===== src/hdl/pixel_front_pkg.sv =====
// Constants, register map and types for the pixel format front end
package pixel_front_pkg;

  // Register byte addresses on the AHB-Lite slave
  localparam logic [7:0] OFS_CTRL    = 8'h00;
  localparam logic [7:0] OFS_PATTERN = 8'h04;
  localparam logic [7:0] OFS_GEOM    = 8'h08;
  localparam logic [7:0] OFS_MAXSIZE = 8'h0C;
  localparam logic [7:0] OFS_STATUS  = 8'h10;

  // Control register fields
  localparam int CTRL_ACQ_BIT   = 0;
  localparam int CTRL_ADC_LSB   = 1;
  localparam int CTRL_OUTW_LSB  = 4;
  localparam int CTRL_REVX_BIT  = 8;
  localparam int CTRL_REVY_BIT  = 9;

  // Pattern register fields
  localparam int PAT_SEL_BIT    = 0;
  localparam int PAT_TYPE_LSB   = 4;

  // Geometry register fields, each factor three bits wide
  localparam int GEOM_HBIN_LSB  = 0;
  localparam int GEOM_VBIN_LSB  = 4;
  localparam int GEOM_HSKIP_LSB = 8;
  localparam int GEOM_VSKIP_LSB = 12;

  // Reset values
  localparam logic [1:0] ADC_RESET    = 2'h1;
  localparam logic [2:0] OUTW_RESET   = 3'h4;
  localparam logic [2:0] FACTOR_RESET = 3'h1;

  // Digitizer depth codes
  localparam logic [1:0] ADC_10 = 2'h0;
  localparam logic [1:0] ADC_12 = 2'h1;
  localparam logic [1:0] ADC_14 = 2'h2;

  // Output pixel width codes: 8, 10, 12, 14, 16 bits
  localparam logic [2:0] OUTW_8  = 3'h0;
  localparam logic [2:0] OUTW_10 = 3'h1;
  localparam logic [2:0] OUTW_12 = 3'h2;
  localparam logic [2:0] OUTW_14 = 3'h3;
  localparam logic [2:0] OUTW_16 = 3'h4;

  // Pattern source selector and pattern types
  localparam logic       SRC_SENSOR   = 1'b0;
  localparam logic       SRC_PIPELINE = 1'b1;
  localparam logic [1:0] PAT_OFF      = 2'h0;
  localparam logic [1:0] PAT_SENSOR   = 2'h1;
  localparam logic [1:0] PAT_INCR     = 2'h1;
  localparam logic [1:0] PAT_FRAMESEQ = 2'h2;

  // Sensor array size defaults
  localparam int SENSOR_W_DEF = 1936;
  localparam int SENSOR_H_DEF = 1464;

  // Readout sequencer states
  typedef enum logic [2:0] {
    S_IDLE = 3'b001,
    S_READ = 3'b010,
    S_EMIT = 3'b100
  } seq_state_t;

endpackage


===== src/hdl/pixel_format_front_end.sv =====
// Pixel format front end: readout sequencing, patterns, mirroring, AHB-Lite registers
// Functional notes
// - Narrower output width drops low sample bits
// - Wider output width pads low bits
// - Samples sit MSB-aligned in 16-bit words
// - Twelve-bit sample fills bits 15..4
// - Ten, twelve, fourteen bit depths supported
// - Two pattern sources picked by selector
// - Type off disables selected source
// - Sensor source offers one sensor pattern
// - Pipeline source: increment or frame sequence
// - Increment pattern counts 0..255 then wraps
// - Frame sequence varies, restarts per acquisition
// - Pipeline pattern overrides sensor pattern
// - Patterns ignore exposure, gain, offset
// - Real data only with both sources off
// - Reverse X flips lines, swaps column phase
// - Reverse Y flips frame, swaps row phase
// - Binning factor combines cells, one disables
// - Max size reported after binning only
// - Decimation keeps one pixel per window
//
// Implementation choices: the address map and register access over AHB-Lite.
`timescale 1ns/100ps
`default_nettype none
module pixel_format_front_end
  import pixel_front_pkg::*;
#(
  parameter int SENSOR_W = SENSOR_W_DEF,
  parameter int SENSOR_H = SENSOR_H_DEF
) (
  input  wire logic        clock,
  input  wire logic        rst_n,
  input  wire logic        hsel,
  input  wire logic [7:0]  haddr,
  input  wire logic [1:0]  htrans,
  input  wire logic        hwrite,
  input  wire logic [2:0]  hsize,
  input  wire logic [31:0] hwdata,
  input  wire logic        hready,
  output logic      [31:0] hrdata,
  output logic             hreadyout,
  output logic             hresp,
  output logic             cellReq,
  output logic      [10:0] cellX,
  output logic      [10:0] cellY,
  input  wire logic        cellValid,
  input  wire logic [13:0] cellSample,
  output logic             sensorTestEnable,
  output logic             pixValid,
  input  wire logic        pixReady,
  output logic      [15:0] pixData,
  output logic             pixFrameStart,
  output logic             pixLineEnd,
  output logic      [1:0]  mosaicPhase
);

  localparam logic [10:0] LAST_X = 11'(SENSOR_W - 1);
  localparam logic [10:0] LAST_Y = 11'(SENSOR_H - 1);
  localparam logic [10:0] FULL_W = 11'(SENSOR_W);
  localparam logic [10:0] FULL_H = 11'(SENSOR_H);

  // Factor to shift: 2 and 4 are honoured, anything else acts as 1
  function automatic logic [1:0] factorShift(input logic [2:0] f);
    factorShift = (f == 3'h2) ? 2'h1 : ((f == 3'h4) ? 2'h2 : 2'h0);
  endfunction

  // Register state
  logic        acqEnable_q;
  logic [1:0]  adcSel_q;
  logic [2:0]  outWidth_q;
  logic        revX_q;
  logic        revY_q;
  logic        patSel_q;
  logic [1:0]  sensorPatType_q;
  logic [1:0]  pipePatType_q;
  logic [2:0]  hBin_q;
  logic [2:0]  vBin_q;
  logic [2:0]  hSkip_q;
  logic [2:0]  vSkip_q;
  logic [7:0]  busAddr_q;
  logic        wrPend_q;
  logic        rdWait_q;
  logic [31:0] rdData_q;

  // Sequencer state
  seq_state_t  state_q;
  logic [10:0] outX_q;
  logic [10:0] outY_q;
  logic [1:0]  subX_q;
  logic [1:0]  subY_q;
  logic [19:0] acc_q;
  logic [7:0]  incCount_q;
  logic [7:0]  frameIdx_q;
  logic        acqPrev_q;
  logic [15:0] pixData_q;

  // AHB-Lite address phase decode; reads take one wait state
  wire addrPhase = hsel && hready && htrans[1];
  wire wrEn      = wrPend_q;
  wire wrCtrl    = wrEn && (busAddr_q == OFS_CTRL);
  wire wrPat     = wrEn && (busAddr_q == OFS_PATTERN);
  wire wrGeom    = wrEn && (busAddr_q == OFS_GEOM);
  assign hreadyout = !rdWait_q;
  assign hresp     = 1'b0;
  assign hrdata    = rdData_q;

  // Effective geometry: decimation is suppressed whenever binning is on
  wire [1:0]  binShX  = factorShift(hBin_q);
  wire [1:0]  binShY  = factorShift(vBin_q);
  wire        binning = (hBin_q != 3'h1) || (vBin_q != 3'h1);
  wire [1:0]  skShX   = binning ? 2'h0 : factorShift(hSkip_q);
  wire [1:0]  skShY   = binning ? 2'h0 : factorShift(vSkip_q);
  wire [2:0]  stepShX = {1'b0, binShX} + {1'b0, skShX};
  wire [2:0]  stepShY = {1'b0, binShY} + {1'b0, skShY};
  wire [10:0] maxW    = FULL_W >> binShX;
  wire [10:0] maxH    = FULL_H >> binShY;
  wire [10:0] outLastX = (FULL_W >> stepShX) - 11'h1;
  wire [10:0] outLastY = (FULL_H >> stepShY) - 11'h1;

  // Pattern source enables; pipeline wins when both are on
  wire sensorOn = (sensorPatType_q == PAT_SENSOR);
  wire pipeOn   = (pipePatType_q != PAT_OFF);
  assign sensorTestEnable = sensorOn && !pipeOn;

  // Readout address with mirroring before any cropping downstream
  wire [10:0] baseX = outX_q << stepShX;
  wire [10:0] baseY = outY_q << stepShY;
  wire [10:0] offX  = baseX + {9'h0, subX_q};
  wire [10:0] offY  = baseY + {9'h0, subY_q};
  assign cellX = revX_q ? (LAST_X - offX) : offX;
  assign cellY = revY_q ? (LAST_Y - offY) : offY;
  assign mosaicPhase = {revY_q, revX_q};

  // Left alignment of the digitizer sample into 16 bits
  logic [15:0] alignWord;
  always_comb begin
    case (adcSel_q)
      ADC_10:  alignWord = {cellSample[9:0], 6'h00};
      ADC_12:  alignWord = {cellSample[11:0], 4'h0};
      default: alignWord = {cellSample[13:0], 2'h0};
    endcase
  end

  // Output width mask: drops low bits or pads them with zero
  logic [15:0] widthMask;
  always_comb begin
    case (outWidth_q)
      OUTW_8:  widthMask = 16'hFF00;
      OUTW_10: widthMask = 16'hFFC0;
      OUTW_12: widthMask = 16'hFFF0;
      OUTW_14: widthMask = 16'hFFFC;
      default: widthMask = 16'hFFFF;
    endcase
  end

  // Binning sum, average and final formatting
  wire         cellTake = cellReq && cellValid;
  wire         cellDone = pipeOn || cellTake;
  wire [19:0]  accNext  = acc_q + (pipeOn ? 20'h0 : {4'h0, alignWord});
  wire [2:0]   binShTot = {1'b0, binShX} + {1'b0, binShY};
  wire [19:0]  avgWide  = accNext >> binShTot;
  wire [15:0]  padMask  = 16'hFFFF << {~adcSel_q[1], ~adcSel_q[0] | adcSel_q[1], 1'b0};
  wire [15:0]  fmtWord  = avgWide[15:0] & widthMask & padMask;
  wire [7:0]   seqValue = outX_q[7:0] + outY_q[7:0] + frameIdx_q;
  wire [7:0]   patValue = (pipePatType_q == PAT_INCR) ? incCount_q : seqValue;
  wire [15:0]  patWord  = {patValue, 8'h00} & widthMask;
  wire         lastSubX = (subX_q == 2'((3'h1 << binShX) - 3'h1));
  wire         lastSubY = (subY_q == 2'((3'h1 << binShY) - 3'h1));
  wire         lastSub  = lastSubX && lastSubY;
  wire         lastX    = (outX_q == outLastX);
  wire         lastY    = (outY_q == outLastY);
  wire         pixTake  = pixValid && pixReady;

  // Stream handshake outputs
  assign cellReq       = (state_q == S_READ) && !pipeOn;
  assign pixValid      = (state_q == S_EMIT);
  assign pixData       = pixData_q;
  assign pixFrameStart = pixValid && (outX_q == 11'h0) && (outY_q == 11'h0);
  assign pixLineEnd    = pixValid && lastX;

  // Bus slave: address capture, write apply, read data staging
  always_ff @(posedge clock or negedge rst_n) begin
    if (!rst_n) begin
      busAddr_q <= 8'h00;
      wrPend_q  <= 1'b0;
      rdWait_q  <= 1'b0;
      rdData_q  <= 32'h0000_0000;
    end else begin
      wrPend_q <= addrPhase && hwrite;
      rdWait_q <= addrPhase && !hwrite;
      if (addrPhase) begin
        busAddr_q <= {haddr[7:2], 2'h0};
      end
      if (rdWait_q) begin
        case (busAddr_q)
          OFS_CTRL:    rdData_q <= {22'h0, revY_q, revX_q, 1'b0, outWidth_q, 1'b0,
                                    adcSel_q, acqEnable_q};
          OFS_PATTERN: rdData_q <= {26'h0, (patSel_q ? pipePatType_q : sensorPatType_q),
                                    3'h0, patSel_q};
          OFS_GEOM:    rdData_q <= {17'h0, vSkip_q, 1'b0, hSkip_q, 1'b0, vBin_q, 1'b0,
                                    hBin_q};
          OFS_MAXSIZE: rdData_q <= {5'h0, maxH, 5'h0, maxW};
          OFS_STATUS:  rdData_q <= {frameIdx_q, 13'h0, pipeOn, sensorOn, binning,
                                    mosaicPhase, 3'h0, state_q};
          default:     rdData_q <= 32'h0000_0000;
        endcase
      end
    end
  end

  // Control registers written from the data phase
  always_ff @(posedge clock or negedge rst_n) begin
    if (!rst_n) begin
      acqEnable_q <= 1'b0;
      adcSel_q    <= ADC_RESET;
      outWidth_q  <= OUTW_RESET;
      revX_q      <= 1'b0;
      revY_q      <= 1'b0;
    end else if (wrCtrl) begin
      acqEnable_q <= hwdata[CTRL_ACQ_BIT];
      adcSel_q    <= hwdata[CTRL_ADC_LSB +: 2];
      outWidth_q  <= hwdata[CTRL_OUTW_LSB +: 3];
      revX_q      <= hwdata[CTRL_REVX_BIT];
      revY_q      <= hwdata[CTRL_REVY_BIT];
    end
  end

  // Pattern type writes go to whichever source the selector names
  always_ff @(posedge clock or negedge rst_n) begin
    if (!rst_n) begin
      patSel_q        <= SRC_SENSOR;
      sensorPatType_q <= PAT_OFF;
      pipePatType_q   <= PAT_OFF;
    end else if (wrPat) begin
      patSel_q <= hwdata[PAT_SEL_BIT];
      if (hwdata[PAT_SEL_BIT] == SRC_PIPELINE) begin
        pipePatType_q <= hwdata[PAT_TYPE_LSB +: 2];
      end else begin
        sensorPatType_q <= hwdata[PAT_TYPE_LSB +: 2];
      end
    end
  end

  // Binning and decimation factors
  always_ff @(posedge clock or negedge rst_n) begin
    if (!rst_n) begin
      hBin_q  <= FACTOR_RESET;
      vBin_q  <= FACTOR_RESET;
      hSkip_q <= FACTOR_RESET;
      vSkip_q <= FACTOR_RESET;
    end else if (wrGeom) begin
      hBin_q  <= hwdata[GEOM_HBIN_LSB +: 3];
      vBin_q  <= hwdata[GEOM_VBIN_LSB +: 3];
      hSkip_q <= hwdata[GEOM_HSKIP_LSB +: 3];
      vSkip_q <= hwdata[GEOM_VSKIP_LSB +: 3];
    end
  end

  // Frame index restarts whenever acquisition is started
  always_ff @(posedge clock or negedge rst_n) begin
    if (!rst_n) begin
      acqPrev_q  <= 1'b0;
      frameIdx_q <= 8'h00;
    end else begin
      acqPrev_q <= acqEnable_q;
      if (acqEnable_q && !acqPrev_q) begin
        frameIdx_q <= 8'h00;
      end else if (pixTake && lastX && lastY) begin
        frameIdx_q <= frameIdx_q + 8'h01;
      end
    end
  end

  // Readout sequencer: read window cells, then present one pixel
  always_ff @(posedge clock or negedge rst_n) begin
    if (!rst_n) begin
      state_q    <= S_IDLE;
      outX_q     <= 11'h000;
      outY_q     <= 11'h000;
      subX_q     <= 2'h0;
      subY_q     <= 2'h0;
      acc_q      <= 20'h00000;
      incCount_q <= 8'h00;
      pixData_q  <= 16'h0000;
    end else begin
      case (state_q)
        S_IDLE: begin
          outX_q     <= 11'h000;
          outY_q     <= 11'h000;
          subX_q     <= 2'h0;
          subY_q     <= 2'h0;
          acc_q      <= 20'h00000;
          incCount_q <= 8'h00;
          if (acqEnable_q) begin
            state_q <= S_READ;
          end
        end
        S_READ: begin
          if (cellDone) begin
            if (lastSub) begin
              acc_q     <= 20'h00000;
              subX_q    <= 2'h0;
              subY_q    <= 2'h0;
              pixData_q <= pipeOn ? patWord : fmtWord;
              state_q   <= S_EMIT;
            end else begin
              acc_q <= accNext;
              if (lastSubX) begin
                subX_q <= 2'h0;
                subY_q <= subY_q + 2'h1;
              end else begin
                subX_q <= subX_q + 2'h1;
              end
            end
          end
        end
        S_EMIT: begin
          if (pixReady) begin
            incCount_q <= incCount_q + 8'h01;
            if (lastX) begin
              outX_q <= 11'h000;
              if (lastY) begin
                outY_q     <= 11'h000;
                incCount_q <= 8'h00;
                state_q    <= acqEnable_q ? S_READ : S_IDLE;
              end else begin
                outY_q  <= outY_q + 11'h001;
                state_q <= S_READ;
              end
            end else begin
              outX_q  <= outX_q + 11'h001;
              state_q <= S_READ;
            end
          end
        end
        default: state_q <= S_IDLE;
      endcase
    end
  end
endmodule
`default_nettype wire


===== config.mk =====
export PLATFORM = sky130hd
export DESIGN_NAME = pixel_format_front_end
export DESIGN_NICKNAME = d
export VERILOG_FILES = /design/src/hdl/pixel_front_pkg.sv /design/src/hdl/pixel_format_front_end.sv
export SDC_FILE = /design/constraint.sdc
export NUM_CORES = 1
export LEC_CHECK = 0
export BUFFER_PORTS_ARGS = -buffer_cell sky130_fd_sc_hd__buf_4
export CAP_MARGIN = 0
export CORE_MARGIN = 5
export CORE_UTILIZATION = 40
export CTS_CLUSTER_DIAMETER = 50
export DETAILED_ROUTE_END_ITERATION = 8
export RECOVER_POWER = 100
export SYNTH_ARGS = -nofsm -noshare
export SYNTH_HDL_FRONTEND = slang
export SYNTH_SLANG_ARGS = --single-unit

===== constraint.sdc =====
create_clock -name clock -period 5.8 [get_ports clock]
set_clock_uncertainty 0.2 [all_clocks]
set_input_delay 0.29 -clock clock [delete_from_list [all_inputs] [get_ports clock]]
set_output_delay 0.29 -clock clock [all_outputs]
set_load 0.1 [all_outputs]

* Yosys cells after proc, flatten, opt, wreduce, memory -nomap -nowiden
Cells that the tools add are included.
** Storage, ports and cells
- Register bits :: 147
- Latch bits :: 0
- Bits in writable memories :: 0
- ROM bits :: 0
- Bits of input ports :: 66
- Output and inout bits :: 79
- Word-level logic and storage cells :: 188
- Memories kept :: 0
** Operators by class
- Add/sub/neg operators :: 20
- $mul :: 0
- Divide/modulo/power cells :: 0
- Magnitude comparators :: 0
- Equality and inequality tests :: 33
- Shifts and indexed selects :: 10
- Multiplexer cells :: 51
- Bitwise operators :: 7
- Reductions and logical operators :: 41
** Operators by type and width (number)
- case mux 32 bit (5 select lines) :: 1
- two-way mux 11 bit :: 7
- AND 16 bit :: 3
- two-way mux 8 bit :: 6
- case mux 11 bit (2 select lines) :: 2
- two-way mux 20 bit :: 2
- case mux 20 bit (2 select lines) :: 1
- two-way mux 2 bit :: 19
- two-way mux 16 bit :: 2
- case mux 16 bit (2 select lines) :: 1
- case mux 8 bit (4 select lines) :: 1
- adder 11 x 1 -> 11 bit, second input constant :: 2
- adder 11 x 2 -> 11 bit :: 2
- == test 11 bit :: 2
- logical NOT 11 bit :: 2
- << shifter 11 x 3 -> 11 bit :: 2
- right shift 11 x 2 -> 11 bit, first input constant :: 2
- right shift 11 x 3 -> 11 bit, first input constant :: 2
- subtractor 11 x 1 -> 11 bit, second input constant :: 2
- subtractor 11 bit, first input constant :: 2
- == test 3 x 2 -> 1 bit, second input constant :: 7
- adder 20 x 16 -> 20 bit :: 1
- right shift 20 x 3 -> 16 bit :: 1
- logical AND 1 bit :: 18
- 33 further kinds :: 72

* Logic depth before layout (Yosys ltp)
Gate-level depths: netlist (run 1).
- Depth after elaboration :: 12
- Gate-level depth with buffers :: 23
- Gate-level depth less buffers :: 20

* Least setup slack after synthesis (run 1)
No wires, ideal clock.
- Kind :: flip-flop to output port
- From :: reg hBin_q[0]
- To :: out cellY[4]
- Data arrival time :: 7.418 ns
- Data required time :: 5.310 ns
- Setup slack :: -2.108 ns
- Stages on the path, launching flop included :: 19
- Buffers on the path :: 4
- Cells stage by stage :: dfstp_2 > and4bb_2 > nand2_1 > nor4b_1 > ha_1 > fa_1 > clkbuf_1 > clkbuf_1 > clkbuf_1 > buf_1 > or3_1 > inv_1 > ha_1 > a21oi_1 > nor2_1 > xor2_1 > nor2_1 > ha_1 > o21ai_0
** On the way
- Longest elaborated chain between the ends :: 8
** Ends and longest elaborated chain
- from (decl) :: line pixel_format_front_end.sv:77 : logic [2:0] hBin_q;
- from (signal assigned) :: line pixel_format_front_end.sv:253 : hBin_q <= hwdata[GEOM_HBIN_LSB +: 3];
- inequality test 3 x 1 -> 1 bit (*) :: line pixel_format_front_end.sv:111 : wire binning = (hBin_q != 3'h1) || (vBin_q != 3'h1);
- logical OR 1 bit (*) :: line pixel_format_front_end.sv:111
- two-way mux 2 bit (*) :: line pixel_format_front_end.sv:113 : wire [1:0] skShY = binning ? 2'h0 : factorShift(vSkip_q);
- adder 2 x 2 -> 3 bit (*) :: line pixel_format_front_end.sv:115 : wire [2:0] stepShY = {1'b0, binShY} + {1'b0, skShY};
- << shifter 11 x 3 -> 11 bit (*) :: line pixel_format_front_end.sv:128 : wire [10:0] baseY = outY_q << stepShY;
- adder 11 x 2 -> 11 bit (*) :: line pixel_format_front_end.sv:130 : wire [10:0] offY = baseY + {9'h0, subY_q};
- subtractor 11 bit :: line pixel_format_front_end.sv:132 : assign cellY = revY_q ? (LAST_Y - offY) : offY;
- two-way mux 11 bit (*) :: line pixel_format_front_end.sv:132
- to (decl) :: line pixel_format_front_end.sv:46 : output logic [10:0] cellY,
Every way passes the cells marked *; elsewhere a longest branch is shown, timed or not.

* Final worst setup path (run 1)
- From :: reg hBin_q[0]
- To :: out cellY[10]
The elaborated chain is that of the path after synthesis.

==> metrics.txt, run 1 <==
# TYPE chip_impl_metric gauge
chip_impl_metric{name="share_comb_of_total_power",unit=""} 0.449
chip_impl_metric{name="first_global_vias",unit=""} 10300
chip_impl_info{name="timing_worst_setup_path_type",value="reg -> out"} 1
chip_impl_metric{name="ys_types",unit=""} 88
chip_impl_metric{name="report.final.setup_viol",unit=""} 0
chip_impl_metric{name="cts_max_path_buffers",unit=""} 2
chip_impl_metric{name="final_max_slew_viol_count",unit=""} 93
chip_impl_metric{name="grt_start_max_net_pins",unit=""} 93
chip_impl_metric{name="timing.critical_path.arrival",unit="ps"} 5080
chip_impl_metric{name="report.final.hold_viol_count",unit=""} 0
chip_impl_metric{name="wire_length_after_detailed_routing",unit="um"} 33200
chip_impl_metric{name="p_per_area",unit="mW/mm^2"} 327
chip_impl_metric{name="power_report.internal_total",unit="uW"} 2220
chip_impl_metric{name="clk_transition_reported_paths",unit="ps"} 70
chip_impl_metric{name="synthesis.area_per_instance",unit="sq um"} 8.47
chip_impl_metric{name="layout-area-overhead-vs-synth",unit="%"} 17.7
chip_impl_metric{name="power.share.sequential",unit=""} 0.288
chip_impl_metric{name="clk-insertion-delay-late",unit="ps"} 450
chip_impl_metric{name="max_clock_freq",unit="MHz"} 180
chip_impl_info{name="ys_dominant_reg_cell",value="sky130_fd_sc_hd__dfrtp_1"} 1
chip_impl_metric{name="floorplan.die.width",unit="um"} 178
chip_impl_metric{name="initial_antenna_violation_count",unit=""} 0
chip_impl_metric{name="dr.first_iter.drc_count",unit=""} 848
chip_impl_info{name="critical_path.startpoint_type",value="register"} 1
chip_impl_info{name="synth_top_family_by_area",value="simple AND/OR/NAND/NOR gates"} 1
chip_impl_metric{name="design.portCount",unit=""} 145
chip_impl_metric{name="finalHoldWorstSlack",unit="ps"} 104
chip_impl_metric{name="avgRoutedWirePerCell",unit="um"} 18.2
chip_impl_metric{name="power.static_leakage",unit="uW"} 0.00578
chip_impl_metric{name="synth_simple_gate_area_share",unit=""} 0.200
chip_impl_metric{name="synthesis.area",unit="sq mm"} 0.0113
chip_impl_metric{name="grtUsageTotal",unit=""} 0.212
chip_impl_metric{name="net-switching-power",unit="uW"} 2120
chip_impl_metric{name="max-vdd-ir-drop",unit="mV"} 0.272
chip_impl_metric{name="number_of_nets_in_the_layout",unit=""} 1550
chip_impl_metric{name="synth.ff_latch_count",unit=""} 141
chip_impl_metric{name="fp-row-count",unit=""} 61
chip_impl_metric{name="synth_enable_flop_cells",unit=""} 0
chip_impl_metric{name="setup_tns_final",unit="ps"} 0
chip_impl_metric{name="timing_worst_slew_pin_value",unit="ps"} 4140
chip_impl_metric{name="die_area",unit="sq mm"} 0.0317
chip_impl_info{name="result_of_the_run",value="finished, violations left"} 1
chip_impl_metric{name="tritoncts.num_buffers",unit=""} 17
chip_impl_info{name="end_kind",value="output pin"} 1
chip_impl_metric{name="io_buffer_count",unit=""} 115
chip_impl_metric{name="post-route-period-util",unit=""} 0.960
chip_impl_metric{name="critical_path.max_fanout",unit=""} 8
chip_impl_info{name="cts_tree",value="yes"} 1
chip_impl_metric{name="synthAdderAreaFrac",unit=""} 0.0680
chip_impl_metric{name="antenna_cells_inserted",unit=""} 0
chip_impl_metric{name="clock_power_share",unit=""} 0.263
chip_impl_metric{name="tmin_final",unit="ps"} 5570
chip_impl_metric{name="synth.yosys.seq_area_share",unit=""} 0.313
chip_impl_metric{name="synth-compound-area-share",unit=""} 0.199
chip_impl_metric{name="cts.htree.levels",unit=""} 4
chip_impl_metric{name="detail_route.vias_per_cell",unit=""} 5.67
chip_impl_info{name="cpLargestDelayFamily",value="simple AND/OR/NAND/NOR gates"} 1
chip_impl_metric{name="cts.sink_count",unit=""} 141
chip_impl_info{name="cts_root_buf",value="sky130_fd_sc_hd__clkbuf_16"} 1
chip_impl_metric{name="synth-warning-count",unit=""} 0
chip_impl_info{name="critPathSlowestCell",value="sky130_fd_sc_hd__dfstp_2"} 1
chip_impl_metric{name="timing.critical_path.required",unit="ps"} 5310
chip_impl_metric{name="synthCells",unit=""} 1334
chip_impl_info{name="min_path_type",value="in -> reg"} 1
chip_impl_metric{name="grt_first_pass_wirelength",unit="um"} 54400
chip_impl_metric{name="async_reset_ff_frac",unit=""} 1.00
chip_impl_metric{name="global_route.overflow_total",unit=""} 0
chip_impl_info{name="failed_checks",value="capacitance limit, slew limit"} 1
chip_impl_metric{name="core_region_area",unit="sq mm"} 0.0279
chip_impl_metric{name="floorplan.initialDensity",unit=""} 0.406
chip_impl_metric{name="floorplan.die.height",unit="um"} 178
chip_impl_metric{name="remaining_drcs",unit=""} 0
chip_impl_metric{name="normalized_max_slew_margin",unit=""} -1.76
chip_impl_metric{name="maxCapViolations",unit=""} 1
chip_impl_metric{name="slowest_delay",unit="ps"} 600
chip_impl_metric{name="rd_place_congestion",unit=""} 0.909
chip_impl_metric{name="switching_share_of_total_power",unit=""} 0.488
chip_impl_metric{name="crit_path_buf_inv_count",unit=""} 2
chip_impl_metric{name="via_count",unit=""} 10300
chip_impl_metric{name="layout-drive-gt1-share",unit=""} 0.148
chip_impl_metric{name="xor_xnor_share_of_the_synthesized_area",unit=""} 0.0659
chip_impl_info{name="unrepaired_setup_endpoints_after_global_routing",value="true"} 1
chip_impl_metric{name="yosys-mux-area-fraction",unit=""} 0.0949
chip_impl_metric{name="drt_pass1_iterations",unit=""} 6
chip_impl_info{name="cp_cell_sequence",value="and4bb_2 -> nand2_1 -> nor4b_2 -> ha_1 -> fa_1 -> or3_1 -> inv_1 -> ha_1 -> a21oi_1 -> nor4_2 -> and3_1 -> o31ai_1 -> and3_1 -> o21ai_1 -> o21ai_2 -> xnor2_4 -> buf_6"} 1
chip_impl_metric{name="antenna_violating_nets_post_route",unit=""} 0
chip_impl_metric{name="dp_hpwl",unit="um"} 24600
## cell type report
class                           count  area, sq um
Clock buffer                       17          425
Tap cell                          378          473
Clock inverter                     15          211
Fill cell                        2710        14600
Inverter                           64          245
Timing Repair Buffer              172         1110
Multi-Input combinational cell   1035         7300
Sequential cell                   141         3540
## sequential cells by signal, indices dropped and copies added (netlist names), 2 cells and up
name / count
sensorPatType_q: 2
pixData: 16
busAddr_q: 6
frameIdx_q: 8
acc_q: 18
hBin_q: 3
hrdata: 28
vSkip_q: 3
subY_q: 2
adcSel_q: 2
hSkip_q: 3
outY_q: 11
outWidth_q: 3
outX_q: 11
incCount_q: 8
subX_q: 2
vBin_q: 3
state_q: 3
pipePatType_q: 2
## metal layers
layer / track usage / vias up / share of wire
met2: 0.357 / 286 / 0.48
met5: 0 / - / 0
met3: 0.0331 / 46 / 0.048
met4: 0.0645 / 0 / 0.022
li1: - / 4980 / -
met1: 0.282 / 5022 / 0.45
## kinds of logic after synthesis
kind of cell / count (synthesis)
compound gates: 345
xor+xnor: 85
fa+ha+maj: 53
buf+inv: 160
flops: 141
mux: 94
other cells: 1
simple gates: 455
## final timing paths
kind                                              from                endpoint  slack (ps)  depth (start not counted)
worst max-delay path             hBin_q[0]$_DFFE_PN1P_               cellY[10]         230                         17
worst min-delay path                         cellValid  state_q[1]$_DFFE_PN0P_         100                          4
worst max register to register   hBin_q[1]$_DFFE_PN0P_   outX_q[5]$_DFFE_PN0P_         390                         17
worst min register to register  pixData[4]$_DFFE_PN0P_  pixData[4]$_DFFE_PN0P_         280                          2
max in group asynchronous                        rst_n   hBin_q[1]$_DFFE_PN0P_         990                          3
min in group asynchronous                        rst_n   acc_q[12]$_DFFE_PN0P_        1820                          2
## cells in the final DEF (no fill, tap or decap), types with 17 or more instances in the layout
master	instances
sky130_fd_sc_hd__o21ai_0	92
sky130_fd_sc_hd__clkbuf_16	17
sky130_fd_sc_hd__a21oi_1	76
sky130_fd_sc_hd__xnor2_1	41
sky130_fd_sc_hd__and3_1	25
sky130_fd_sc_hd__mux2i_1	43
sky130_fd_sc_hd__a21o_1	20
sky130_fd_sc_hd__dlygate4sd3_1	21
sky130_fd_sc_hd__nor2_1	130
sky130_fd_sc_hd__ha_1	39
sky130_fd_sc_hd__o31ai_1	26
sky130_fd_sc_hd__buf_4	72
sky130_fd_sc_hd__inv_1	61
sky130_fd_sc_hd__nand3_1	44
sky130_fd_sc_hd__nand2_1	116
sky130_fd_sc_hd__nand2b_1	18
sky130_fd_sc_hd__nor3_1	22
sky130_fd_sc_hd__clkbuf_1	67
sky130_fd_sc_hd__xor2_1	33
sky130_fd_sc_hd__mux2_2	44
sky130_fd_sc_hd__dfrtp_1	134
## cells in the mapped netlist, drive strengths merged (5+ instances only)
library cell | count | area share
a22o | 7 | 0.0054
and2 | 11 | 0.0061
mux4 | 6 | 0.012
nor4 | 16 | 0.011
a31oi | 12 | 0.0066
clkbuf | 60 | 0.020
xnor2 | 51 | 0.040
nand2 | 116 | 0.039
or2 | 5 | 0.0028
o22ai | 9 | 0.0050
a21boi | 5 | 0.0033
fa | 14 | 0.025
a21o | 20 | 0.013
inv | 63 | 0.021
o2bb2ai | 12 | 0.0093
nand3 | 45 | 0.020
a21oi | 77 | 0.034
a221oi | 9 | 0.0075
nor3 | 25 | 0.012
mux2i | 43 | 0.038
nor3b | 12 | 0.0080
buf | 36 | 0.017
a211oi | 10 | 0.0066
o21a | 7 | 0.0047
and3 | 25 | 0.014
dfstp | 7 | 0.016
mux2 | 45 | 0.045
nor4b | 5 | 0.0052
o21ai | 98 | 0.043
ha | 39 | 0.043
nand4 | 16 | 0.0089
nor2 | 133 | 0.045
nand2b | 18 | 0.010
nor2b | 13 | 0.0072
xor2 | 34 | 0.026
o31ai | 26 | 0.017
dfrtp | 134 | 0.30
## power groups by stage
| stage | sequential, uW | clock [uW] | combinational [uW] |
|---|---|---|---|
| 2_1_floorplan | 1550 | 0 | 1240 |
| 4_1_cts | 1250 | 1170 | 2020 |
| 5_1_grt | 1270 | 1200 | 2100 |
| 6_report | 1250 | 1140 | 1950 |
| 3_3_place_gp | 1270 | 0 | 1990 |
| 3_5_place_dp | 1270 | 0 | 2000 |
## per-stage QoR
| step | utilization | instance area [sq um] | instances | worst slack (ps) | total power (uW) |
|---|---|---|---|---|---|
| finish | 0.477 | 13300 | 1822 | 231 | 4350 |
| global route | 0.477 | 13300 | 1822 | -36.0 | 4570 |
| CTS | 0.484 | 13500 | 1820 | 7.69 | 4440 |
| detailed placement | 0.454 | 12600 | 1767 | 486 | 3270 |
| global placement | 0.454 | 12600 | 1767 | 528 | 3250 |
| floorplan | - | 11500 | 1336 | -8.98 | 2800 |
## tightest hold or removal path, delay by kind of cell
family	cells	cell delay (ps)
buffers and inverters	1	80
and+or+nand+nor	2	130
AOI/OAI and AO/OA	1	200
## timing repair
| action | in CTS | in global routing |
|---|---|---|
| endpoints found under the hold margin | 122 | 0 |
| pin swaps | 0 | 1 |
| hold buffers | 21 | 0 |
| setup buffers | 0 | 2 |
| gates resized for setup | 1 | 12 |
| setup endpoints to repair | 1 | 9 |
No activity file was read; power rests on OpenSTA's default activity.
==> run 2, diff against run 1 <==
--- a/config.mk
+++ b/config.mk
@@ -5,12 +5,12 @@
 export SDC_FILE = /design/constraint.sdc
 export NUM_CORES = 1
 export LEC_CHECK = 0
-export BUFFER_PORTS_ARGS = -buffer_cell sky130_fd_sc_hd__buf_4
 export CAP_MARGIN = 0
-export CORE_MARGIN = 5
+export CORE_MARGIN = 2
 export CORE_UTILIZATION = 40
 export CTS_CLUSTER_DIAMETER = 50
 export DETAILED_ROUTE_END_ITERATION = 8
+export DONT_BUFFER_PORTS = 1
 export RECOVER_POWER = 100
 export SYNTH_ARGS = -nofsm -noshare
 export SYNTH_HDL_FRONTEND = slang
==> constraint.sdc (replaced) <==
create_clock -name clock -period 5.8 [get_ports clock]
set_clock_uncertainty 0.2 [all_clocks]
set_input_delay 1.74 -clock clock [delete_from_list [all_inputs] [get_ports clock]]
set_output_delay 1.74 -clock clock [all_outputs]
set_load 0.1 [all_outputs]
==> metrics.txt, run 2 (synthesis results as in run 1) <==
# TYPE chip_impl_metric gauge
chip_impl_metric{name="core_region_area",unit="sq mm"} 0.0278
chip_impl_metric{name="finish.cell_count_without_fillers",unit=""} 1813
chip_impl_metric{name="die_area",unit="sq mm"} 0.0296
chip_impl_metric{name="number_of_nets_in_the_layout",unit=""} 1541
chip_impl_metric{name="global_route.overflow_total",unit=""} 0
chip_impl_metric{name="first_global_vias",unit=""} 9981
chip_impl_metric{name="cts.htree.levels",unit=""} 4
chip_impl_metric{name="cts_max_path_buffers",unit=""} 2
chip_impl_metric{name="post-route-period-util",unit=""} 1.13
chip_impl_metric{name="final_max_slew_viol_count",unit=""} 4
chip_impl_metric{name="avgRoutedWirePerCell",unit="um"} 18.7
chip_impl_metric{name="largest_register_ffs",unit=""} 28
chip_impl_metric{name="timing.critical_path.arrival",unit="ps"} 4630
chip_impl_metric{name="timing.critical_path.required",unit="ps"} 3860
chip_impl_metric{name="max_clock_freq",unit="MHz"} 152
chip_impl_metric{name="wire_length_after_detailed_routing",unit="um"} 33800
chip_impl_metric{name="design.portCount",unit=""} 145
chip_impl_metric{name="antenna_violating_nets_post_route",unit=""} 0
chip_impl_metric{name="maxCapViolations",unit=""} 2
chip_impl_metric{name="grtUsageTotal",unit=""} 0.235
chip_impl_metric{name="antenna_cells_inserted",unit=""} 0
chip_impl_info{name="failed_checks",value="capacitance limit, slew limit, setup timing"} 1
chip_impl_metric{name="dr.first_iter.drc_count",unit=""} 1042
chip_impl_metric{name="drt_pass1_iterations",unit=""} 5
chip_impl_metric{name="tritoncts.num_buffers",unit=""} 17
chip_impl_metric{name="report.final.setup_viol",unit=""} 19
chip_impl_metric{name="floorplan.die.height",unit="um"} 172
chip_impl_metric{name="preCtsSetupSlack",unit="ps"} -590
chip_impl_metric{name="initial_antenna_violation_count",unit=""} 1
chip_impl_metric{name="placed_instances",unit=""} 1763
chip_impl_metric{name="clk_transition_reported_paths",unit="ps"} 70
chip_impl_info{name="end_kind",value="output pin"} 1
chip_impl_metric{name="grt_first_pass_wirelength",unit="um"} 54500
chip_impl_metric{name="floorplan.initialDensity",unit=""} 0.407
chip_impl_metric{name="normalized_max_slew_margin",unit=""} -0.199
chip_impl_metric{name="setup_tns_final",unit="ps"} -9020
chip_impl_metric{name="layout-drive-gt1-share",unit=""} 0.265
chip_impl_metric{name="via_count",unit=""} 10300
chip_impl_metric{name="report.final.hold_viol_count",unit=""} 0
chip_impl_info{name="critical_path.startpoint_type",value="register"} 1
chip_impl_metric{name="floorplan.die.width",unit="um"} 172
chip_impl_metric{name="timing_worst_slew_pin_value",unit="ps"} 1800
chip_impl_metric{name="grt_start_max_net_pins",unit=""} 142
chip_impl_metric{name="remaining_drcs",unit=""} 0
chip_impl_info{name="cts_tree",value="yes"} 1
chip_impl_metric{name="finalHoldWorstSlack",unit="ps"} 298
chip_impl_info{name="timing_worst_setup_path_type",value="reg -> out"} 1
chip_impl_metric{name="finalInstanceArea",unit="sq mm"} 0.0145
chip_impl_info{name="mostFrequentLayoutCell",value="sky130_fd_sc_hd__dfrtp_1"} 1
chip_impl_metric{name="cts.sink_count",unit=""} 141
chip_impl_metric{name="power.static_leakage",unit="uW"} 0.00626
chip_impl_metric{name="dp_hpwl",unit="um"} 24900
chip_impl_info{name="layout.cells.most_common_list",value="sky130_fd_sc_hd__dfrtp_1 (132), sky130_fd_sc_hd__nor2_1 (122), sky130_fd_sc_hd__buf_4 (120)"} 1
chip_impl_metric{name="rd_place_congestion",unit=""} 0.907
chip_impl_metric{name="tmin_final",unit="ps"} 6570
chip_impl_info{name="unrepaired_setup_endpoints_after_global_routing",value="true"} 1
chip_impl_metric{name="clk-insertion-delay-late",unit="ps"} 440
chip_impl_metric{name="layout-area-overhead-vs-synth",unit="%"} 28.4
chip_impl_info{name="cts_root_buf",value="sky130_fd_sc_hd__clkbuf_16"} 1
chip_impl_metric{name="critical_path.max_fanout",unit=""} 3
chip_impl_metric{name="detail_route.vias_per_cell",unit=""} 5.71
chip_impl_metric{name="fp-row-count",unit=""} 61
chip_impl_metric{name="placed_cell_area",unit="sq mm"} 0.0132
chip_impl_info{name="result_of_the_run",value="finished, violations left"} 1
chip_impl_metric{name="p_per_area",unit="mW/mm^2"} 315
chip_impl_metric{name="setup_slack",unit="ps"} -769
chip_impl_metric{name="io_buffer_count",unit=""} 0
chip_impl_metric{name="max-vdd-ir-drop",unit="mV"} 0.260
chip_impl_info{name="min_path_type",value="reg -> reg"} 1
## run 2: cell types whose count changed in the layout (fill, tap and decap cells not counted), sizes merged
| cell | before | now |
|---|---|---|
| dlygate4sd2 | 1 | 0 |
| clkinv | 11 | 10 |
| dlygate4sd3 | 21 | 0 |
| buf | 76 | 159 |
| inv | 68 | 69 |
| clkbuf | 91 | 21 |
## run 2: per-layer routing
metal | share of wire | track usage | vias to the layer above
li1 | - | - | 4955
met1 | 0.43 | 0.308 | 5018
met2 | 0.48 | 0.382 | 310
met3 | 0.062 | 0.0469 | 59
met4 | 0.029 | 0.0902 | 2
met5 | 0.00038 | 0 | -
## run 2: cell type report
class	instances	area (sq um)
clock buffer	17	425
fill	2536	13300
clock inverter	15	211
tap	378	473
timing repair buffer	163	1580
inverter	64	248
sequential	141	3540
multi-input combinational	1035	8030
## run 2: final timing paths
path	cells after the start	startpoint	endpoint	slack, ps
setup reg to reg	19	vBin_q[0]$_DFFE_PN1P_	incCount_q[3]$_DFFE_PN0P_	370
max in group asynchronous	0	rst_n	vSkip_q[0]$_DFFE_PN1P_	4310
hold / removal	2	acc_q[6]$_DFFE_PN0P_	acc_q[6]$_DFFE_PN0P_	300
setup / recovery	20	vBin_q[0]$_DFFE_PN1P_	cellX[8]	-770
min in group asynchronous	0	rst_n	acc_q[9]$_DFFE_PN0P_	800
hold reg to reg	2	acc_q[6]$_DFFE_PN0P_	acc_q[6]$_DFFE_PN0P_	300
## run 2: worst max-delay path, stage by stage, from the launching register on
cell and delay, ps:
sky130_fd_sc_hd__dfstp_2 530, sky130_fd_sc_hd__and4bb_2 290, sky130_fd_sc_hd__buf_6 110, sky130_fd_sc_hd__nand4b_1 130, sky130_fd_sc_hd__inv_1 90, sky130_fd_sc_hd__ha_2 180, sky130_fd_sc_hd__fa_2 480, sky130_fd_sc_hd__inv_2 80
sky130_fd_sc_hd__nand2_2 60, sky130_fd_sc_hd__nor3_2 170, sky130_fd_sc_hd__ha_2 220, sky130_fd_sc_hd__inv_2 40, sky130_fd_sc_hd__fa_2 390, sky130_fd_sc_hd__or2_4 270, sky130_fd_sc_hd__a211oi_4 190, sky130_fd_sc_hd__xnor2_2 140
sky130_fd_sc_hd__nor2_4 140, sky130_fd_sc_hd__o22ai_4 80, sky130_fd_sc_hd__a31oi_4 250, sky130_fd_sc_hd__xnor2_4 150, sky130_fd_sc_hd__buf_12 190
## run 2: power by group
part	internal (uW)	switching, uW
clock network	596	549
logic	693	1110
registers	1100	524
total	2380	2180
## run 2: stage by stage
stage          power, uW   util
5_1_grt             4780  0.522
6_report            4560  0.522
2_1_floorplan       2850      -
3_3_place_gp        3350  0.477
3_5_place_dp        3370  0.477
4_1_cts             4550  0.515
## run 2: what timing repair did
action	CTS	global route
setup endpoints to repair	19	19
resized for setup	67	40
hold buffers	0	0
buffers inserted	17	7
pin swaps	30	24
==> run 3, diff against run 2 <==
--- a/config.mk
+++ b/config.mk
@@ -5,7 +5,8 @@
 export SDC_FILE = /design/constraint.sdc
 export NUM_CORES = 1
 export LEC_CHECK = 0
-export CAP_MARGIN = 0
+export ABC_AREA = 1
+export CAP_MARGIN = 30
 export CORE_MARGIN = 2
 export CORE_UTILIZATION = 40
 export CTS_CLUSTER_DIAMETER = 50
==> metrics.txt, run 3 <==
# TYPE chip_impl_metric gauge
chip_impl_info{name="result_of_the_run",value="finished, violations left"} 1
chip_impl_info{name="failed_checks",value="capacitance limit, slew limit, setup timing"} 1
chip_impl_metric{name="r2r.worst_path.cells",unit=""} 25
chip_impl_metric{name="total_area_of_multi_input_combinational_cells",unit="sq mm"} 0.00714
chip_impl_metric{name="maxCapViolations",unit=""} 3
chip_impl_metric{name="layout-drive-gt1-share",unit=""} 0.168
chip_impl_metric{name="timing.critical_path.arrival",unit="ps"} 4510
chip_impl_info{name="critical_path.startpoint_type",value="register"} 1
chip_impl_metric{name="cts.htree.levels",unit=""} 4
chip_impl_metric{name="design.portCount",unit=""} 145
chip_impl_metric{name="rd_place_congestion",unit=""} 0.900
chip_impl_info{name="layout.cells.most_common_list",value="sky130_fd_sc_hd__nand2_1 (407), sky130_fd_sc_hd__inv_1 (173), sky130_fd_sc_hd__nand3_1 (137)"} 1
chip_impl_metric{name="design_power_total",unit="uW"} 4260
chip_impl_metric{name="max_clock_freq",unit="MHz"} 155
chip_impl_metric{name="finish.cell_count_without_fillers",unit=""} 2082
chip_impl_metric{name="final_max_slew_viol_count",unit=""} 8
chip_impl_metric{name="setup_slack",unit="ps"} -653
chip_impl_metric{name="synthesis.area",unit="sq mm"} 0.0111
chip_impl_metric{name="post-synth-top-area-fraction",unit=""} 0.303
chip_impl_metric{name="layout-area-overhead-vs-synth",unit="%"} 23.5
chip_impl_metric{name="largest_register_ffs",unit=""} 28
chip_impl_metric{name="report.final.setup_viol",unit=""} 16
chip_impl_metric{name="finalInstanceArea",unit="sq mm"} 0.0137
chip_impl_metric{name="detail_route.vias_per_cell",unit=""} 5.35
chip_impl_info{name="post_synth_most_frequent_cells",value="sky130_fd_sc_hd__nand2_1 (420), sky130_fd_sc_hd__inv_1 (185), sky130_fd_sc_hd__nor2_1 (152)"} 1
chip_impl_metric{name="floorplan.initialDensity",unit=""} 0.409
chip_impl_info{name="rr_startpoint",value="vBin_q[0]$_DFFE_PN1P_"} 1
chip_impl_metric{name="wire_length_after_detailed_routing",unit="um"} 34100
chip_impl_info{name="timing_worst_setup_path_type",value="reg -> out"} 1
chip_impl_metric{name="dp_hpwl",unit="um"} 26000
chip_impl_metric{name="grt_start_max_net_pins",unit=""} 142
chip_impl_info{name="mostFrequentLayoutCell",value="sky130_fd_sc_hd__nand2_1"} 1
chip_impl_info{name="min_path_type",value="reg -> reg"} 1
chip_impl_info{name="yosysMostFrequentCell",value="sky130_fd_sc_hd__nand2_1"} 1
chip_impl_metric{name="remaining_drcs",unit=""} 0
chip_impl_info{name="unrepaired_setup_endpoints_after_global_routing",value="true"} 1
chip_impl_info{name="ys_dominant_reg_cell",value="sky130_fd_sc_hd__dfrtp_1"} 1
chip_impl_metric{name="grtUsageTotal",unit=""} 0.242
chip_impl_metric{name="cts_max_path_buffers",unit=""} 2
chip_impl_metric{name="avgRoutedWirePerCell",unit="um"} 16.4
chip_impl_metric{name="synthesis.area_per_instance",unit="sq um"} 6.87
chip_impl_metric{name="critical_path.max_fanout",unit=""} 4
chip_impl_metric{name="tmin_final",unit="ps"} 6450
chip_impl_metric{name="placed_cell_area",unit="sq mm"} 0.0127
chip_impl_metric{name="die_area",unit="sq mm"} 0.0290
chip_impl_metric{name="p_per_area",unit="mW/mm^2"} 311
chip_impl_metric{name="core_region_area",unit="sq mm"} 0.0271
chip_impl_metric{name="fillCellCount",unit=""} 2652
chip_impl_metric{name="finalHoldWorstSlack",unit="ps"} 269
chip_impl_metric{name="clk-insertion-delay-late",unit="ps"} 430
chip_impl_info{name="synth_top_cells_by_area",value="sky130_fd_sc_hd__dfrtp_1 (30%), sky130_fd_sc_hd__nand2_1 (14%), sky130_fd_sc_hd__nand3_1 (6.4%), sky130_fd_sc_hd__inv_1 (6.3%), sky130_fd_sc_hd__o21ai_0 (5.7%)"} 1
chip_impl_metric{name="synth.ff_latch_count",unit=""} 141
chip_impl_metric{name="via_count",unit=""} 11100
chip_impl_metric{name="global_route.overflow_total",unit=""} 0
chip_impl_metric{name="drt_pass1_iterations",unit=""} 6
chip_impl_info{name="synth_top_area_cell",value="sky130_fd_sc_hd__dfrtp_1"} 1
chip_impl_info{name="critPathCapture",value="cellX[9]"} 1
chip_impl_metric{name="initial_antenna_violation_count",unit=""} 0
chip_impl_metric{name="io_buffer_count",unit=""} 0
chip_impl_metric{name="synth-warning-count",unit=""} 0
chip_impl_metric{name="preCtsSetupSlack",unit="ps"} -533
chip_impl_metric{name="timing.critical_path.required",unit="ps"} 3860
chip_impl_metric{name="first_global_vias",unit=""} 10800
chip_impl_info{name="cts_tree",value="yes"} 1
chip_impl_metric{name="normalized_max_slew_margin",unit=""} -0.189
chip_impl_info{name="timing.critical_path.from",value="vBin_q[0]$_DFFE_PN1P_"} 1
chip_impl_metric{name="report.final.hold_viol_count",unit=""} 0
chip_impl_metric{name="ys_types",unit=""} 60
chip_impl_metric{name="floorplan.die.height",unit="um"} 170
chip_impl_metric{name="synthCells",unit=""} 1614
chip_impl_metric{name="tritoncts.num_buffers",unit=""} 17
chip_impl_metric{name="cts.sink_count",unit=""} 141
chip_impl_metric{name="timing.reg2reg.setup_slack",unit="ps"} 950
chip_impl_metric{name="number_of_nets_in_the_layout",unit=""} 1816
chip_impl_metric{name="max-vdd-ir-drop",unit="mV"} 0.416
chip_impl_metric{name="area.sequential",unit="sq mm"} 0.00354
chip_impl_metric{name="synth.yosys.seq_area_share",unit=""} 0.319
chip_impl_metric{name="antenna_cells_inserted",unit=""} 0
chip_impl_metric{name="fp-row-count",unit=""} 60
chip_impl_info{name="crit-reg2reg-capture",value="frameIdx_q[4]$_DFFE_PN0P_"} 1
chip_impl_metric{name="async_reset_ff_frac",unit=""} 1.00
chip_impl_metric{name="placed_instances",unit=""} 2030
chip_impl_metric{name="clk_transition_reported_paths",unit="ps"} 60
chip_impl_metric{name="power.static_leakage",unit="uW"} 0.00663
chip_impl_metric{name="timing_worst_slew_pin_value",unit="ps"} 1780
chip_impl_metric{name="dr.first_iter.drc_count",unit=""} 855
chip_impl_metric{name="antenna_violating_nets_post_route",unit=""} 0
chip_impl_info{name="cts_root_buf",value="sky130_fd_sc_hd__clkbuf_16"} 1
chip_impl_info{name="end_kind",value="output pin"} 1
chip_impl_metric{name="floorplan.die.width",unit="um"} 170
chip_impl_metric{name="synth_enable_flop_cells",unit=""} 0
chip_impl_metric{name="holdBufCountCts",unit=""} 0
chip_impl_metric{name="post-route-period-util",unit=""} 1.11
chip_impl_metric{name="grt_first_pass_wirelength",unit="um"} 55700
-- run 3: area by class of cell --
cell class                      count  area share
Tap cell                          372      0.0340
Sequential cell                   141       0.258
Clock buffer                       20      0.0319
Clock inverter                     12      0.0120
Timing Repair Buffer              123      0.0873
Inverter                          197      0.0548
Multi-Input combinational cell   1217       0.522
-- run 3: layer usage --
| metal | GRT usage | up-vias | share of wire |
|---|---|---|---|
| li1 | - | 5461 | - |
| met1 | 0.318 | 5249 | 0.43 |
| met2 | 0.400 | 382 | 0.47 |
| met3 | 0.0507 | 52 | 0.070 |
| met4 | 0.0747 | 0 | 0.026 |
| met5 | 0 | - | 0 |
-- run 3: worst min-delay path by stage --
| stage | depth (start not counted) | endpoint | start |
|---|---|---|---|
| 2_1_floorplan | 0 | acqPrev_q$_DFF_PN0_ | acqEnable_q$_DFFE_PN0P_ |
| 3_3_place_gp | 2 | outY_q[10]$_DFFE_PN0P_ | outY_q[10]$_DFFE_PN0P_ |
| 3_5_place_dp | 2 | outY_q[10]$_DFFE_PN0P_ | outY_q[10]$_DFFE_PN0P_ |
| 4_1_cts | 2 | outY_q[10]$_DFFE_PN0P_ | outY_q[10]$_DFFE_PN0P_ |
| 5_1_grt | 2 | outY_q[10]$_DFFE_PN0P_ | outY_q[10]$_DFFE_PN0P_ |
| 6_report | 2 | outY_q[10]$_DFFE_PN0P_ | outY_q[10]$_DFFE_PN0P_ |
-- run 3: timing repair --
action / 4_1_cts / 5_1_grt
buffers inserted: 14 / 7
gates resized for setup: 42 / 28
setup endpoints to repair: 17 / 19
pin swaps: 19 / 18
-- run 3: logic make-up after synthesis --
family | share of synthesized area
AOI/OAI and AO/OA | 0.138
xor gates and xnor gates | 0.0552
adders and majority gates | 0.0693
buffers and inverters | 0.0926
DFF | 0.319
muxes | 0.00677
other | 0.000338
and+or+nand+nor | 0.318
-- run 3: power breakdown --
part           switching [uW]  internal [uW]
clock network             458            682
registers                 576           1120
logic                     984            444
-- run 3: critical path, stage by stage, from the launching register on --
cell	delay, ps
sky130_fd_sc_hd__dfstp_2	530
sky130_fd_sc_hd__nand2_1	80
sky130_fd_sc_hd__nor2_4	120
sky130_fd_sc_hd__nand2_4	70
sky130_fd_sc_hd__buf_4	140
sky130_fd_sc_hd__buf_6	110
sky130_fd_sc_hd__nor4_4	120
sky130_fd_sc_hd__buf_4	160
sky130_fd_sc_hd__fa_2	450
sky130_fd_sc_hd__inv_4	80
sky130_fd_sc_hd__nand2_2	60
sky130_fd_sc_hd__nor2_2	110
sky130_fd_sc_hd__ha_2	200
sky130_fd_sc_hd__inv_2	40
sky130_fd_sc_hd__fa_2	360
sky130_fd_sc_hd__inv_2	90
sky130_fd_sc_hd__nand4_4	100
sky130_fd_sc_hd__nor2_4	230
sky130_fd_sc_hd__buf_6	130
sky130_fd_sc_hd__nand3_1	70
sky130_fd_sc_hd__nand2_1	80
sky130_fd_sc_hd__nand2_2	90
sky130_fd_sc_hd__o21ai_4	190
sky130_fd_sc_hd__nand2_2	110
sky130_fd_sc_hd__xor2_4	180
sky130_fd_sc_hd__buf_12	190
-- run 3: stage by stage --
step,util,setup TNS (ps)
after floorplan,-,-4980
after global placement,0.469,-1800
after detailed placement,0.469,-3170
after CTS,0.502,-7090
after global routing,0.505,-12220
final,0.505,-7780
